## src/verilog/dmbc_pkg.sv

```systemverilog
`default_nettype none
package dmbc_pkg;

  ////////////////////////////////////////////////////////////////////////////////
  // Timebase
  localparam int unsigned CLK_HZ      = 40_000_000;   // Control clock rate
  localparam int unsigned CLK_PER_US  = CLK_HZ / 1_000_000;
  localparam int unsigned OFF_TIME_NS = 25_000;       // Fixed off-time
  localparam int unsigned DEAD_NS     = 400;          // Crossover dead time
  localparam int unsigned STANDBY_US  = 1_000;        // Idle time before standby
  localparam int unsigned RETRY_US    = 2_000;        // Overcurrent retry timeout
  localparam int unsigned OFF_CYC     = (OFF_TIME_NS * CLK_PER_US) / 1000;
  localparam int unsigned DEAD_CYC    = (DEAD_NS * CLK_PER_US + 999) / 1000;
  localparam int unsigned STANDBY_CYC = STANDBY_US * CLK_PER_US;
  localparam int unsigned RETRY_CYC   = RETRY_US * CLK_PER_US;

  ////////////////////////////////////////////////////////////////////////////////
  // Register port
  localparam int unsigned ADDR_W = 4;                 // Byte address width
  localparam int unsigned DATA_W = 32;                // Data width
  localparam int unsigned TERM_W = 16;                // Width of terminal counts
  localparam logic [ADDR_W-1:0] REG_OFF_TERM  = 4'h0; // Off-time count, cycles
  localparam logic [ADDR_W-1:0] REG_DEAD_TERM = 4'h4; // Dead-time count, cycles
  localparam logic [ADDR_W-1:0] REG_STATUS    = 4'h8; // Block status, read only
  localparam logic [TERM_W-1:0] OFF_TERM_RST  = TERM_W'(OFF_CYC);
  localparam logic [TERM_W-1:0] DEAD_TERM_RST = TERM_W'(DEAD_CYC);

  ////////////////////////////////////////////////////////////////////////////////
  // Types
  typedef enum logic [1:0] {               // Decoded command {input a, input b}
    DMBC_COAST = 2'b00,
    DMBC_REV   = 2'b01,
    DMBC_FWD   = 2'b10,
    DMBC_BRAKE = 2'b11
  } dmbc_dir_t;

  typedef enum logic [1:0] {               // Current-chop phase
    DMBC_DRIVE = 2'b00,
    DMBC_FAST  = 2'b01,
    DMBC_DEAD  = 2'b10,
    DMBC_SLOW  = 2'b11
  } dmbc_phase_t;

  typedef struct packed {                  // Digital flags from the analog side
    logic current_trip;
    logic zero_current;
    logic over_temp;
    logic undervoltage_lockout;
    logic output_short;
  } dmbc_flags_t;

  typedef struct packed {                  // Gate enables of the full bridge
    logic a_hi;
    logic a_lo;
    logic b_hi;
    logic b_lo;
  } dmbc_gate_t;

  localparam dmbc_gate_t GATE_OFF = 4'h0;   // All off: outputs float
  localparam dmbc_gate_t GATE_FWD = 4'h9;   // A high, B low
  localparam dmbc_gate_t GATE_REV = 4'h6;   // A low, B high
  localparam dmbc_gate_t GATE_LOW = 4'h5;   // Both low: slow decay, brake

endpackage
`default_nettype wire

```

## src/verilog/dmbc_bridge_ctrl.sv

```systemverilog
// Notes on behaviour
// RULE1 - Decode inputs: reverse, forward, both high brakes
// RULE2 - Forward trip: A low, B chops
// RULE3 - Reverse trip: A chops, B low
// RULE4 - Both inputs low: outputs float, coast
// RULE5 - Inputs low over 1 ms: standby
// RULE6 - Standby shuts charge pump and regulator
// RULE7 - Host waits 200 us after wake
// RULE8 - Drive diagonal pair; trip starts off-time
// RULE9 - Fast decay half off-time, then slow
// RULE10 - Fast-to-slow change: all drivers off briefly
// RULE11 - Synchronous rectify, stop at zero current
// RULE12 - No rectification during dead time
// RULE13 - Output short pulls fault pin low
// RULE14 - Retry mode: re-enable after 2 ms
// RULE15 - Open retry select: latch, stay off
// RULE16 - Latched fault clears leaving standby
// RULE17 - Variant without retry always latches
// RULE18 - Over-temperature disables outputs until recovery
// RULE19 - Undervoltage keeps all outputs off
// RULE20 - Both high after chop: slow decay
// RULE21 - Analog flags arrive synchronised
// RULE22 - Timers share one timebase, set terminals
//
// Local design decisions: the address-and-strobe port and the address map.
`timescale 1ns/1ps
`default_nettype none
module dmbc_bridge_ctrl
  import dmbc_pkg::*;
#(
  parameter bit          HAS_RETRY   = 1'b1,                 // Retry select pin present
  parameter int unsigned STANDBY_CYC = dmbc_pkg::STANDBY_CYC,
  parameter int unsigned RETRY_CYC   = dmbc_pkg::RETRY_CYC,
  parameter int unsigned LONG_W      = 17                    // Width of long timers
)(
  input  wire logic                          mclk,
  input  wire logic                          rst,
  input  wire logic                          drive_input_a,
  input  wire logic                          drive_input_b,
  input  wire logic                          retry_select,
  input  wire dmbc_pkg::dmbc_flags_t         flags,
  output logic                               bridge_output_a_hi,
  output logic                               bridge_output_a_lo,
  output logic                               bridge_output_b_hi,
  output logic                               bridge_output_b_lo,
  input  wire logic                          fault_out_n_i,
  output logic                               fault_out_n_o,
  output logic                               fault_out_n_oe_n,
  output logic                               standby,
  output logic                               charge_pump_en,
  output logic                               regulator_en,
  input  wire logic [dmbc_pkg::ADDR_W-1:0]   reg_addr,
  input  wire logic [dmbc_pkg::DATA_W-1:0]   reg_wdata,
  input  wire logic                          reg_wr,
  input  wire logic                          reg_rd,
  output logic      [dmbc_pkg::DATA_W-1:0]   reg_rdata
);
  import dmbc_pkg::*;

  localparam int unsigned SYNC_W = 9;                  // Pins and flags to synchronise

  ////////////////////////////////////////////////////////////////////////////////
  // Declarations
  logic [SYNC_W-1:0] sync1_r;                          // First synchroniser stage
  logic [SYNC_W-1:0] sync2_r;                          // Second synchroniser stage
  dmbc_flags_t       flg;                              // Synchronised flags
  dmbc_dir_t         dir;                              // Decoded command
  logic              retry_open;                       // Retry select left open
  logic              fault_pin;                        // Level seen on the fault pin
  dmbc_phase_t       phase_r;                          // Chop phase
  dmbc_phase_t       phase_nxt;
  logic [TERM_W-1:0] off_cnt_r;                        // Off-time cycle count
  logic [TERM_W-1:0] dead_cnt_r;                       // Dead-time cycle count
  logic              zc_seen_r;                        // Zero current seen this off-time
  logic [LONG_W-1:0] idle_cnt_r;                       // Both-inputs-low count
  logic              standby_r;                        // Low-power standby
  logic              wake;                             // Standby is being left
  logic              ocp_fault_r;                      // Overcurrent fault held
  logic              ocp_off_r;                        // Outputs disabled by overcurrent
  logic [LONG_W-1:0] retry_cnt_r;                      // Retry timeout count
  logic              latch_mode;                       // Overcurrent is latched
  logic              enabled;                          // Bridge may conduct
  logic              chopping;                         // Command is forward or reverse
  dmbc_gate_t        gate;                             // Next gate pattern
  dmbc_gate_t        gate_r;                           // Registered gate pattern
  logic [TERM_W-1:0] off_term_r;                       // Off-time terminal count
  logic [TERM_W-1:0] dead_term_r;                      // Dead-time terminal count
  logic [DATA_W-1:0] rdata_r;                          // Read data
  logic [DATA_W-1:0] status;                           // Status word

  // Address decode shared by the write and read paths
  function automatic logic hit(input logic [ADDR_W-1:0] a, input logic [ADDR_W-1:0] off);
    hit = (a == off);
  endfunction

  ////////////////////////////////////////////////////////////////////////////////
  // Two-stage synchronisers for pins and analog flags
  always_ff @(posedge mclk or posedge rst)
  begin
    if (rst)
    begin
      sync1_r <= '0;
      sync2_r <= '0;
    end
    else
    begin
      sync1_r <= {fault_out_n_i, retry_select, drive_input_a, drive_input_b, flags};  // see RULE21
      sync2_r <= sync1_r;
    end
  end

  assign flg        = sync2_r[4:0];
  assign dir        = dmbc_dir_t'(sync2_r[6:5]);                 // see RULE1
  assign retry_open = sync2_r[SYNC_W-2];                         // Retry select level
  assign fault_pin  = sync2_r[SYNC_W-1];
  assign chopping   = (dir == DMBC_FWD) || (dir == DMBC_REV);
  assign latch_mode = !HAS_RETRY || retry_open;                  // see RULE15 see RULE17

  ////////////////////////////////////////////////////////////////////////////////
  // Standby timer: both inputs low for longer than the standby delay
  always_ff @(posedge mclk or posedge rst)
  begin
    if (rst)
    begin
      idle_cnt_r <= '0;
      standby_r  <= 1'b0;
    end
    else if (dir != DMBC_COAST)
    begin
      // Any input high wakes the block
      idle_cnt_r <= '0;
      standby_r  <= 1'b0;
    end
    else if (idle_cnt_r == LONG_W'(STANDBY_CYC))
    begin
      standby_r <= 1'b1;                                         // see RULE5
    end
    else
    begin
      idle_cnt_r <= idle_cnt_r + LONG_W'(1);                     // see RULE22
    end
  end

  assign wake           = standby_r && (dir != DMBC_COAST);
  assign standby        = standby_r;
  assign charge_pump_en = !standby_r;                            // see RULE6
  assign regulator_en   = !standby_r;                            // see RULE6

  ////////////////////////////////////////////////////////////////////////////////
  // Overcurrent handling: retry timer or latched fault
  always_ff @(posedge mclk or posedge rst)
  begin
    if (rst)
    begin
      ocp_fault_r <= 1'b0;
      ocp_off_r   <= 1'b0;
      retry_cnt_r <= '0;
    end
    else if (flg.output_short && !ocp_off_r)
    begin
      // New short: disable and flag, detection wins over any clear
      ocp_fault_r <= 1'b1;                                       // see RULE13
      ocp_off_r   <= 1'b1;
      retry_cnt_r <= '0;
    end
    else if (wake)
    begin
      // Leaving standby clears a held fault
      ocp_fault_r <= 1'b0;                                       // see RULE16
      ocp_off_r   <= 1'b0;
      retry_cnt_r <= '0;
    end
    else if (ocp_off_r && !latch_mode)
    begin
      if (retry_cnt_r == LONG_W'(RETRY_CYC - 1))
      begin
        // Timeout: try the outputs again
        ocp_fault_r <= 1'b0;                                     // see RULE14
        ocp_off_r   <= 1'b0;
        retry_cnt_r <= '0;
      end
      else
      begin
        retry_cnt_r <= retry_cnt_r + LONG_W'(1);                 // see RULE22
      end
    end
  end

  assign fault_out_n_o    = 1'b0;                                // Open drain only pulls low
  assign fault_out_n_oe_n = !ocp_fault_r;                        // see RULE13

  // Outputs off in standby, undervoltage, over-temperature or overcurrent
  assign enabled = !standby_r && !flg.undervoltage_lockout       // see RULE19
                   && !flg.over_temp && !ocp_off_r;              // see RULE18

  ////////////////////////////////////////////////////////////////////////////////
  // Chop phase sequencing
  always_comb
  begin
    phase_nxt = phase_r;
    if (!chopping || !enabled)
    begin
      phase_nxt = DMBC_DRIVE;
    end
    else
    begin
      unique case (phase_r)
        DMBC_DRIVE:
        begin
          if (flg.current_trip)
          begin
            phase_nxt = DMBC_FAST;                               // see RULE8
          end
        end
        DMBC_FAST:
        begin
          if (off_cnt_r >= (off_term_r >> 1))
          begin
            phase_nxt = DMBC_DEAD;                               // see RULE9 see RULE10
          end
        end
        DMBC_DEAD:
        begin
          if (dead_cnt_r >= dead_term_r)
          begin
            phase_nxt = DMBC_SLOW;
          end
        end
        DMBC_SLOW:
        begin
          if (off_cnt_r >= off_term_r)
          begin
            phase_nxt = DMBC_DRIVE;                              // see RULE9
          end
        end
      endcase
    end
  end

  // Phase register and off-time counters
  always_ff @(posedge mclk or posedge rst)
  begin
    if (rst)
    begin
      phase_r    <= DMBC_DRIVE;
      off_cnt_r  <= '0;
      dead_cnt_r <= '0;
    end
    else
    begin
      phase_r    <= phase_nxt;
      off_cnt_r  <= (phase_nxt == DMBC_DRIVE) ? '0 : off_cnt_r + TERM_W'(1);    // see RULE22
      dead_cnt_r <= (phase_nxt == DMBC_DEAD) ? dead_cnt_r + TERM_W'(1) : '0;
    end
  end

  // Zero-current memory for synchronous rectification
  always_ff @(posedge mclk or posedge rst)
  begin
    if (rst)
    begin
      zc_seen_r <= 1'b0;
    end
    else if (phase_nxt == DMBC_DRIVE)
    begin
      zc_seen_r <= 1'b0;
    end
    else if (flg.zero_current)
    begin
      zc_seen_r <= 1'b1;                                         // see RULE11
    end
  end

  ////////////////////////////////////////////////////////////////////////////////
  // Gate pattern decode
  always_comb
  begin
    gate = GATE_OFF;
    if (!enabled)
    begin
      gate = GATE_OFF;
    end
    else
    begin
      unique case (dir)
        DMBC_COAST: gate = GATE_OFF;                             // see RULE4
        DMBC_BRAKE: gate = GATE_LOW;                             // see RULE20
        default:
        begin
          unique case (phase_r)
            DMBC_DRIVE: gate = (dir == DMBC_FWD) ? GATE_FWD : GATE_REV;     // see RULE1 see RULE8
            // Opposite pair conducts the decay current
            DMBC_FAST:  gate = zc_seen_r ? GATE_OFF
                               : ((dir == DMBC_FWD) ? GATE_REV : GATE_FWD); // see RULE2 see RULE3
            DMBC_DEAD:  gate = GATE_OFF;                                    // see RULE10 see RULE12
            DMBC_SLOW:  gate = zc_seen_r ? GATE_OFF : GATE_LOW;             // see RULE11
          endcase
        end
      endcase
    end
  end

  // Registered bridge drive
  always_ff @(posedge mclk or posedge rst)
  begin
    if (rst)
    begin
      gate_r <= GATE_OFF;
    end
    else
    begin
      gate_r <= gate;
    end
  end

  assign bridge_output_a_hi = gate_r.a_hi;
  assign bridge_output_a_lo = gate_r.a_lo;
  assign bridge_output_b_hi = gate_r.b_hi;
  assign bridge_output_b_lo = gate_r.b_lo;

  ////////////////////////////////////////////////////////////////////////////////
  // Register port: writes
  always_ff @(posedge mclk or posedge rst)
  begin
    if (rst)
    begin
      off_term_r  <= OFF_TERM_RST;
      dead_term_r <= DEAD_TERM_RST;
    end
    else if (reg_wr)
    begin
      if (hit(reg_addr, REG_OFF_TERM))
      begin
        off_term_r <= reg_wdata[TERM_W-1:0];                     // see RULE22
      end
      if (hit(reg_addr, REG_DEAD_TERM))
      begin
        dead_term_r <= reg_wdata[TERM_W-1:0];                    // see RULE22
      end
    end
  end

  // Status word: fault pin, fault, off, standby, phase, command
  assign status = {{(DATA_W-8){1'b0}}, fault_pin, ocp_fault_r, ocp_off_r, standby_r,
                   phase_r, dir};

  // Register port: reads, data valid only in the cycle after the strobe
  always_ff @(posedge mclk or posedge rst)
  begin
    if (rst)
    begin
      rdata_r <= '0;
    end
    else if (!reg_rd)
    begin
      rdata_r <= '0;
    end
    else if (hit(reg_addr, REG_OFF_TERM))
    begin
      rdata_r <= {{(DATA_W-TERM_W){1'b0}}, off_term_r};
    end
    else if (hit(reg_addr, REG_DEAD_TERM))
    begin
      rdata_r <= {{(DATA_W-TERM_W){1'b0}}, dead_term_r};
    end
    else if (hit(reg_addr, REG_STATUS))
    begin
      rdata_r <= status;
    end
    else
    begin
      rdata_r <= '0;                                             // Unmapped reads zero
    end
  end

  assign reg_rdata = rdata_r;

  ////////////////////////////////////////////////////////////////////////////////
  // Assertions
  property p_no_shoot;
    @(posedge mclk) disable iff (rst)
    !(gate_r.a_hi && gate_r.a_lo) && !(gate_r.b_hi && gate_r.b_lo);
  endproperty
  a_no_shoot: assert property (p_no_shoot) else $error("Half bridge shoot-through");   // see RULE10

  property p_forward;
    @(posedge mclk) disable iff (rst)
    (enabled && dir == DMBC_FWD && phase_r == DMBC_DRIVE) |=> (gate_r == GATE_FWD);
  endproperty
  a_forward: assert property (p_forward) else $error("Forward drive pattern wrong");   // see RULE1

  property p_trip;
    @(posedge mclk) disable iff (rst)
    (enabled && chopping && phase_r == DMBC_DRIVE && flg.current_trip)
      |=> (phase_r == DMBC_FAST) ##1 (gate_r.a_lo == (dir == DMBC_FWD) || zc_seen_r || !enabled);
  endproperty
  a_trip: assert property (p_trip) else $error("Trip did not start fast decay");       // see RULE8

  property p_dead;
    @(posedge mclk) disable iff (rst)
    (phase_r == DMBC_DEAD && chopping) |=> (gate_r == GATE_OFF);
  endproperty
  a_dead: assert property (p_dead) else $error("Drivers on during dead time");         // see RULE12

  property p_fast_to_slow;
    @(posedge mclk) disable iff (rst)
    (phase_r == DMBC_FAST && phase_nxt != DMBC_FAST && enabled && chopping)
      |=> (phase_r == DMBC_DEAD);
  endproperty
  a_fast_to_slow: assert property (p_fast_to_slow) else $error("Slow decay without dead time"); // see RULE9

  property p_undervoltage_lockout;
    @(posedge mclk) disable iff (rst)
    flg.undervoltage_lockout |=> (gate_r == GATE_OFF);
  endproperty
  a_undervoltage_lockout: assert property (p_undervoltage_lockout) else $error("Outputs on in undervoltage");          // see RULE19

  property p_thermal;
    @(posedge mclk) disable iff (rst)
    flg.over_temp |=> (gate_r == GATE_OFF);
  endproperty
  a_thermal: assert property (p_thermal) else $error("Outputs on when over temperature"); // see RULE18

  property p_standby;
    @(posedge mclk) disable iff (rst)
    standby_r |-> (!charge_pump_en && !regulator_en) ##1 (gate_r == GATE_OFF);
  endproperty
  a_standby: assert property (p_standby) else $error("Standby left functions running"); // see RULE6

  property p_fault_pin;
    @(posedge mclk) disable iff (rst)
    (flg.output_short && !ocp_off_r) |=> (!fault_out_n_oe_n && ocp_off_r);
  endproperty
  a_fault_pin: assert property (p_fault_pin) else $error("Short did not pull fault low"); // see RULE13

  property p_latched;
    @(posedge mclk) disable iff (rst)
    (ocp_fault_r && latch_mode && !wake) |=> ocp_fault_r;
  endproperty
  a_latched: assert property (p_latched) else $error("Latched fault cleared");         // see RULE15

  property p_retry_hold;
    @(posedge mclk) disable iff (rst)
    ($rose(ocp_off_r) && !latch_mode) |-> ocp_off_r [*8];
  endproperty
  a_retry_hold: assert property (p_retry_hold) else $error("Retry re-enabled too early"); // see RULE14

endmodule // dmbc_bridge_ctrl
`default_nettype wire

```

## config.mk

```make
export PLATFORM = sky130hd
export DESIGN_NAME = dmbc_bridge_ctrl
export DESIGN_NICKNAME = d
export VERILOG_FILES = /design/src/verilog/dmbc_pkg.sv /design/src/verilog/dmbc_bridge_ctrl.sv
export SDC_FILE = /design/constraint.sdc
export NUM_CORES = 1
export LEC_CHECK = 0
export BUFFER_PORTS_ARGS = -buffer_cell sky130_fd_sc_hd__buf_2
export CAP_MARGIN = 20
export CORE_MARGIN = 4
export CORE_UTILIZATION = 50
export DETAILED_ROUTE_END_ITERATION = 6
export GPL_TIMING_DRIVEN = 0
export PLACE_DENSITY_LB_ADDON = 0.15
export SLEW_MARGIN = 20
export SYNTH_ARGS = -nofsm -noshare
export SYNTH_HDL_FRONTEND = slang
export SYNTH_SLANG_ARGS = --single-unit
```

## constraint.sdc

```tcl
create_clock -name mclk -period 7.5 [get_ports mclk]
set_input_delay 1.5 -clock mclk [delete_from_list [all_inputs] [get_ports mclk]]
set_output_delay 1.5 -clock mclk [all_outputs]
set_load 0.01 [all_outputs]
```

==> summary.txt <==
Outcome
  – Status: completed

Cells and area
  – FILL cells: 1211
  – Finished Core Util: 59.60%
  – N_diodes: 0
  – Post-layout net count: 914
  – Share of layout cells above drive strength 1: 18.59%
  – Area grow syn2layout: 16.65%

Clocking
  – Worst-path clk slew: 0.06 ns
  – Clock sink count: 141
  – Max clock buf depth: 2
  – Root buf cell: clkbuf_16
  – Num CTS Buffers: 17
  – # resized after CTS: 0
  – CTS tree: built
  – Hold_buf cts: 0
  – Clock Latency Late Sink: 0.43 ns
  – Setup bufs post-CTS: 0
  – H-tree depth: 4

Synthesis
  – Post-Syn Instances: 720
  – Post-synth ARST share: 100.0%
  – Synth unique cells: 57
  – Post-synthesis sequential area ratio: 47.63%
  – Number of synthesized flops with an enable pin: 0
  – Syn. warnings: 0
  – Synth Register Bits: 141
  – Cell area after synthesis: 0.007426 mm²
  – Main synth FF type: dfrtp_1
  – Syn avg cell area: 10.31 µm²

Route
  – First-pass iteration count of the detailed router: 4
  – Final routed DRC violation total: 0
  – Antenna Nets Post-Route: 0
  – Routed WL per cell: 16.32 µm
  – Routed via count: 5504
  – Routed WL: 16430 µm
  – Initial drt markers: 271
  – Drt via density: 5.466

STA
  – Slew HR: 35.89%
  – Clock Skews: 0.01010 ns
  – Fin crit share: 43.10%
  – RSZ-0062 raised after global routing: no
  – Highest clock rate: 0.3094 GHz
  – Final setup violation count: 0
  – Final hold viol count: 0
  – Final min period: 3.232 ns
  – Slew at the pin closest to its max-slew limit: 0.9596 ns
  – Max Slew Vio Count: 0
  – Setup TNS: 0 ns

Setup path
  – Crit path max fanout: 10
  – Critical Path Source Type: input pin
  – WS Path Type: in -> reg
  – Reg2reg setup slack: 4.71 ns
  – CP most frequent cell: clkbuf_1
  – CP bufs+invs: 2
  – Cell breakdown of the critical path: clkbuf_1 > nor3_1 > nand3b_1 > clkbuf_1 > mux2_2
  – Critical Path Slowest Stage Cell: nor3_1
  – Arr. time, crit path: 3.54 ns
  – CP endpoint kind: flop
  – Crit path required time: 7.80 ns
  – Slowest stage delay, CP: 0.64 ns
  – Critical path's top delay family: simple AND/OR/NAND/NOR gates

GRT
  – Number of antenna violations at the first check in global routing: 0
  – All-layer global routing usage: 20.75%
  – Vias in the first global route: 5569
  – Largest net degree at the start of global routing: 87
  – Total gr overflow: 0
  – First-pass GRT wire length: 27590 µm

Place
  – RePlAce Congestion: 0.8275
  – # port buffers: 54
  – Post-DP HPWL: 12100 µm

Floorplan
  – Die Ht: 129.9 µm
  – Core footprint: 0.01453 mm²
  – Die width: 129.9 µm
  – FP Rows: 44
  – Initial Utilization: 51.09%
  – Die area: 0.01686 mm²
  – IO Pins: 90

Pwr
  – Worst vdd ir: 0.1712 mV
  – PwrDens: 234.4 mW/mm²
  – Leak pwr: 4.161 nW

Job
  – Max-capacitance violation count: 0

Hold path
  – Hold Path Class: reg -> reg
==> cell families after synthesis <==
kind of cell | count (synthesis) | share of synthesized area (%)
adder cells (fa/ha/maj) | 55 | 9.267
AO/OA/AOI/OAI | 123 | 11.37
buffers and inverters | 86 | 5.560
multiplexers | 28 | 4.044
other | 1 | 0.05050
AND/OR/NAND/NOR | 237 | 16.29
XOR/XNOR | 49 | 5.779
flip-flops | 141 | 47.63
==> worst register-to-register path, stage by stage (launching register included) <==
cell       delay, ns
dfrtp_1         0.44
inv_1           0.07
ha_1            0.28
nand2b_1        0.13
a2111oi_0       0.43
o21bai_1        0.18
a211oi_1        0.39
o32a_1          0.22
buf_2           0.20
buf_4           0.21
a31oi_2         0.11
==> cell usage after synthesis, drive strengths merged (4+ instances only) <==
cell     instances  area share (%)
a31oi           19             1.7
a21o             5            0.51
o221a            6            0.91
and4             6            0.71
inv             49             2.5
nand3           24             1.6
xor2            28             3.3
nor2            51             2.6
or3              9            0.76
and3            16             1.3
a21oi           27             1.8
xnor2           21             2.5
mux2i           12             1.6
nor3            12            0.81
o31ai            4            0.40
nand2           60             3.0
dfrtp          134              45
nand2b           9            0.86
a2111oi          4             1.1
mux2            16             2.4
dfstp            7             2.5
and2            17             1.4
buf             24             2.4
ha              55             9.3
nand4           14             1.3
o21ai           40             2.7
clkbuf          12            0.61
nor2b            6            0.51
==> worst paths after layout <==
| path | start | endpoint | depth (start not counted) |
|---|---|---|---|
| max in group asynchronous | rst | off_term_r[9]$_DFFE_PP1P_ | 3 |
| setup reg to reg | dead_cnt_r[0]$_DFF_PP0_ | off_cnt_r[14]$_DFF_PP0_ | 10 |
| setup / recovery | reg_addr[3] | off_term_r[14]$_DFFE_PP0P_ | 5 |
| hold reg to reg | sync1_r[7]$_DFF_PP0_ | sync2_r[7]$_DFF_PP0_ | 0 |
| hold / removal | sync1_r[7]$_DFF_PP0_ | sync2_r[7]$_DFF_PP0_ | 0 |
| min in group asynchronous | rst | idle_cnt_r[11]$_DFFE_PP0P_ | 2 |
==> power breakdown <==
group | internal [mW] | leakage, nW | switching (mW) | total, mW
Sequential | 0.828 | 1.83 | 0.0461 | 0.874
Clock | 0.577 | 0.307 | 0.334 | 0.912
Combinational | 0.107 | 2.02 | 0.138 | 0.245
==> state kept, by name, indices dropped and copies added, names as in the netlist, 2 cells and up <==
name         cells
dead_cnt_r      16
dead_term_r     16
idle_cnt_r      17
off_cnt_r       16
off_term_r      16
phase_r          2
reg_rdata       16
retry_cnt_r     17
sync1_r          9
sync2_r          9
==> final cells by class <==
class	instances	area (µm²)	area share, %
clock buffers	20	456.7	5.272
flip-flops and latches	141	3537	40.83
clock inverters	12	183.9	2.123
multi-input cells	509	3536	40.82
plain buffers	36	225.2	2.600
repair buffers	55	297.8	3.438
inverters	50	195.2	2.253
well taps	184	230.2	2.658
==> through the flow <==
step                cell area, µm²  total power [mW]  hold WS (ns)  worst slack [ns]  instances
detailed placement            8021             1.134        0.3380             3.838        975
global route                  8662             2.126        0.3591             4.100       1007
CTS                           8662             2.049        0.3530             4.279       1007
finish                        8662             2.031        0.3509             4.268       1007
global placement              7986             1.113        0.3373            0.7678        974
floorplan                     7486             1.053        0.3312             2.230        736
==> placed cells by master, fill, tap and decap left out, types with 24 or more instances in the layout <==
cell type,synthesis,layout
inv_1,49,48
nor2_1,51,51
ha_1,55,55
xor2_1,28,28
buf_2,3,57
o21ai_0,39,39
dfrtp_1,134,134
nand2_1,60,60
nand3_1,24,24
a21oi_1,27,27
==> layer usage <==
| layer | part of all wire [%] | global-route usage (%) | wire, µm |
|---|---|---|---|
| met4 | 2.3 | 7.579 | 380 |
| met3 | 4.7 | 5.608 | 765 |
| met1 | 45 | 27.78 | 7424 |
| met2 | 48 | 32.58 | 7864 |
| met5 | 0 | 0 | 0 |
Power figures use the tool's default switching activity.
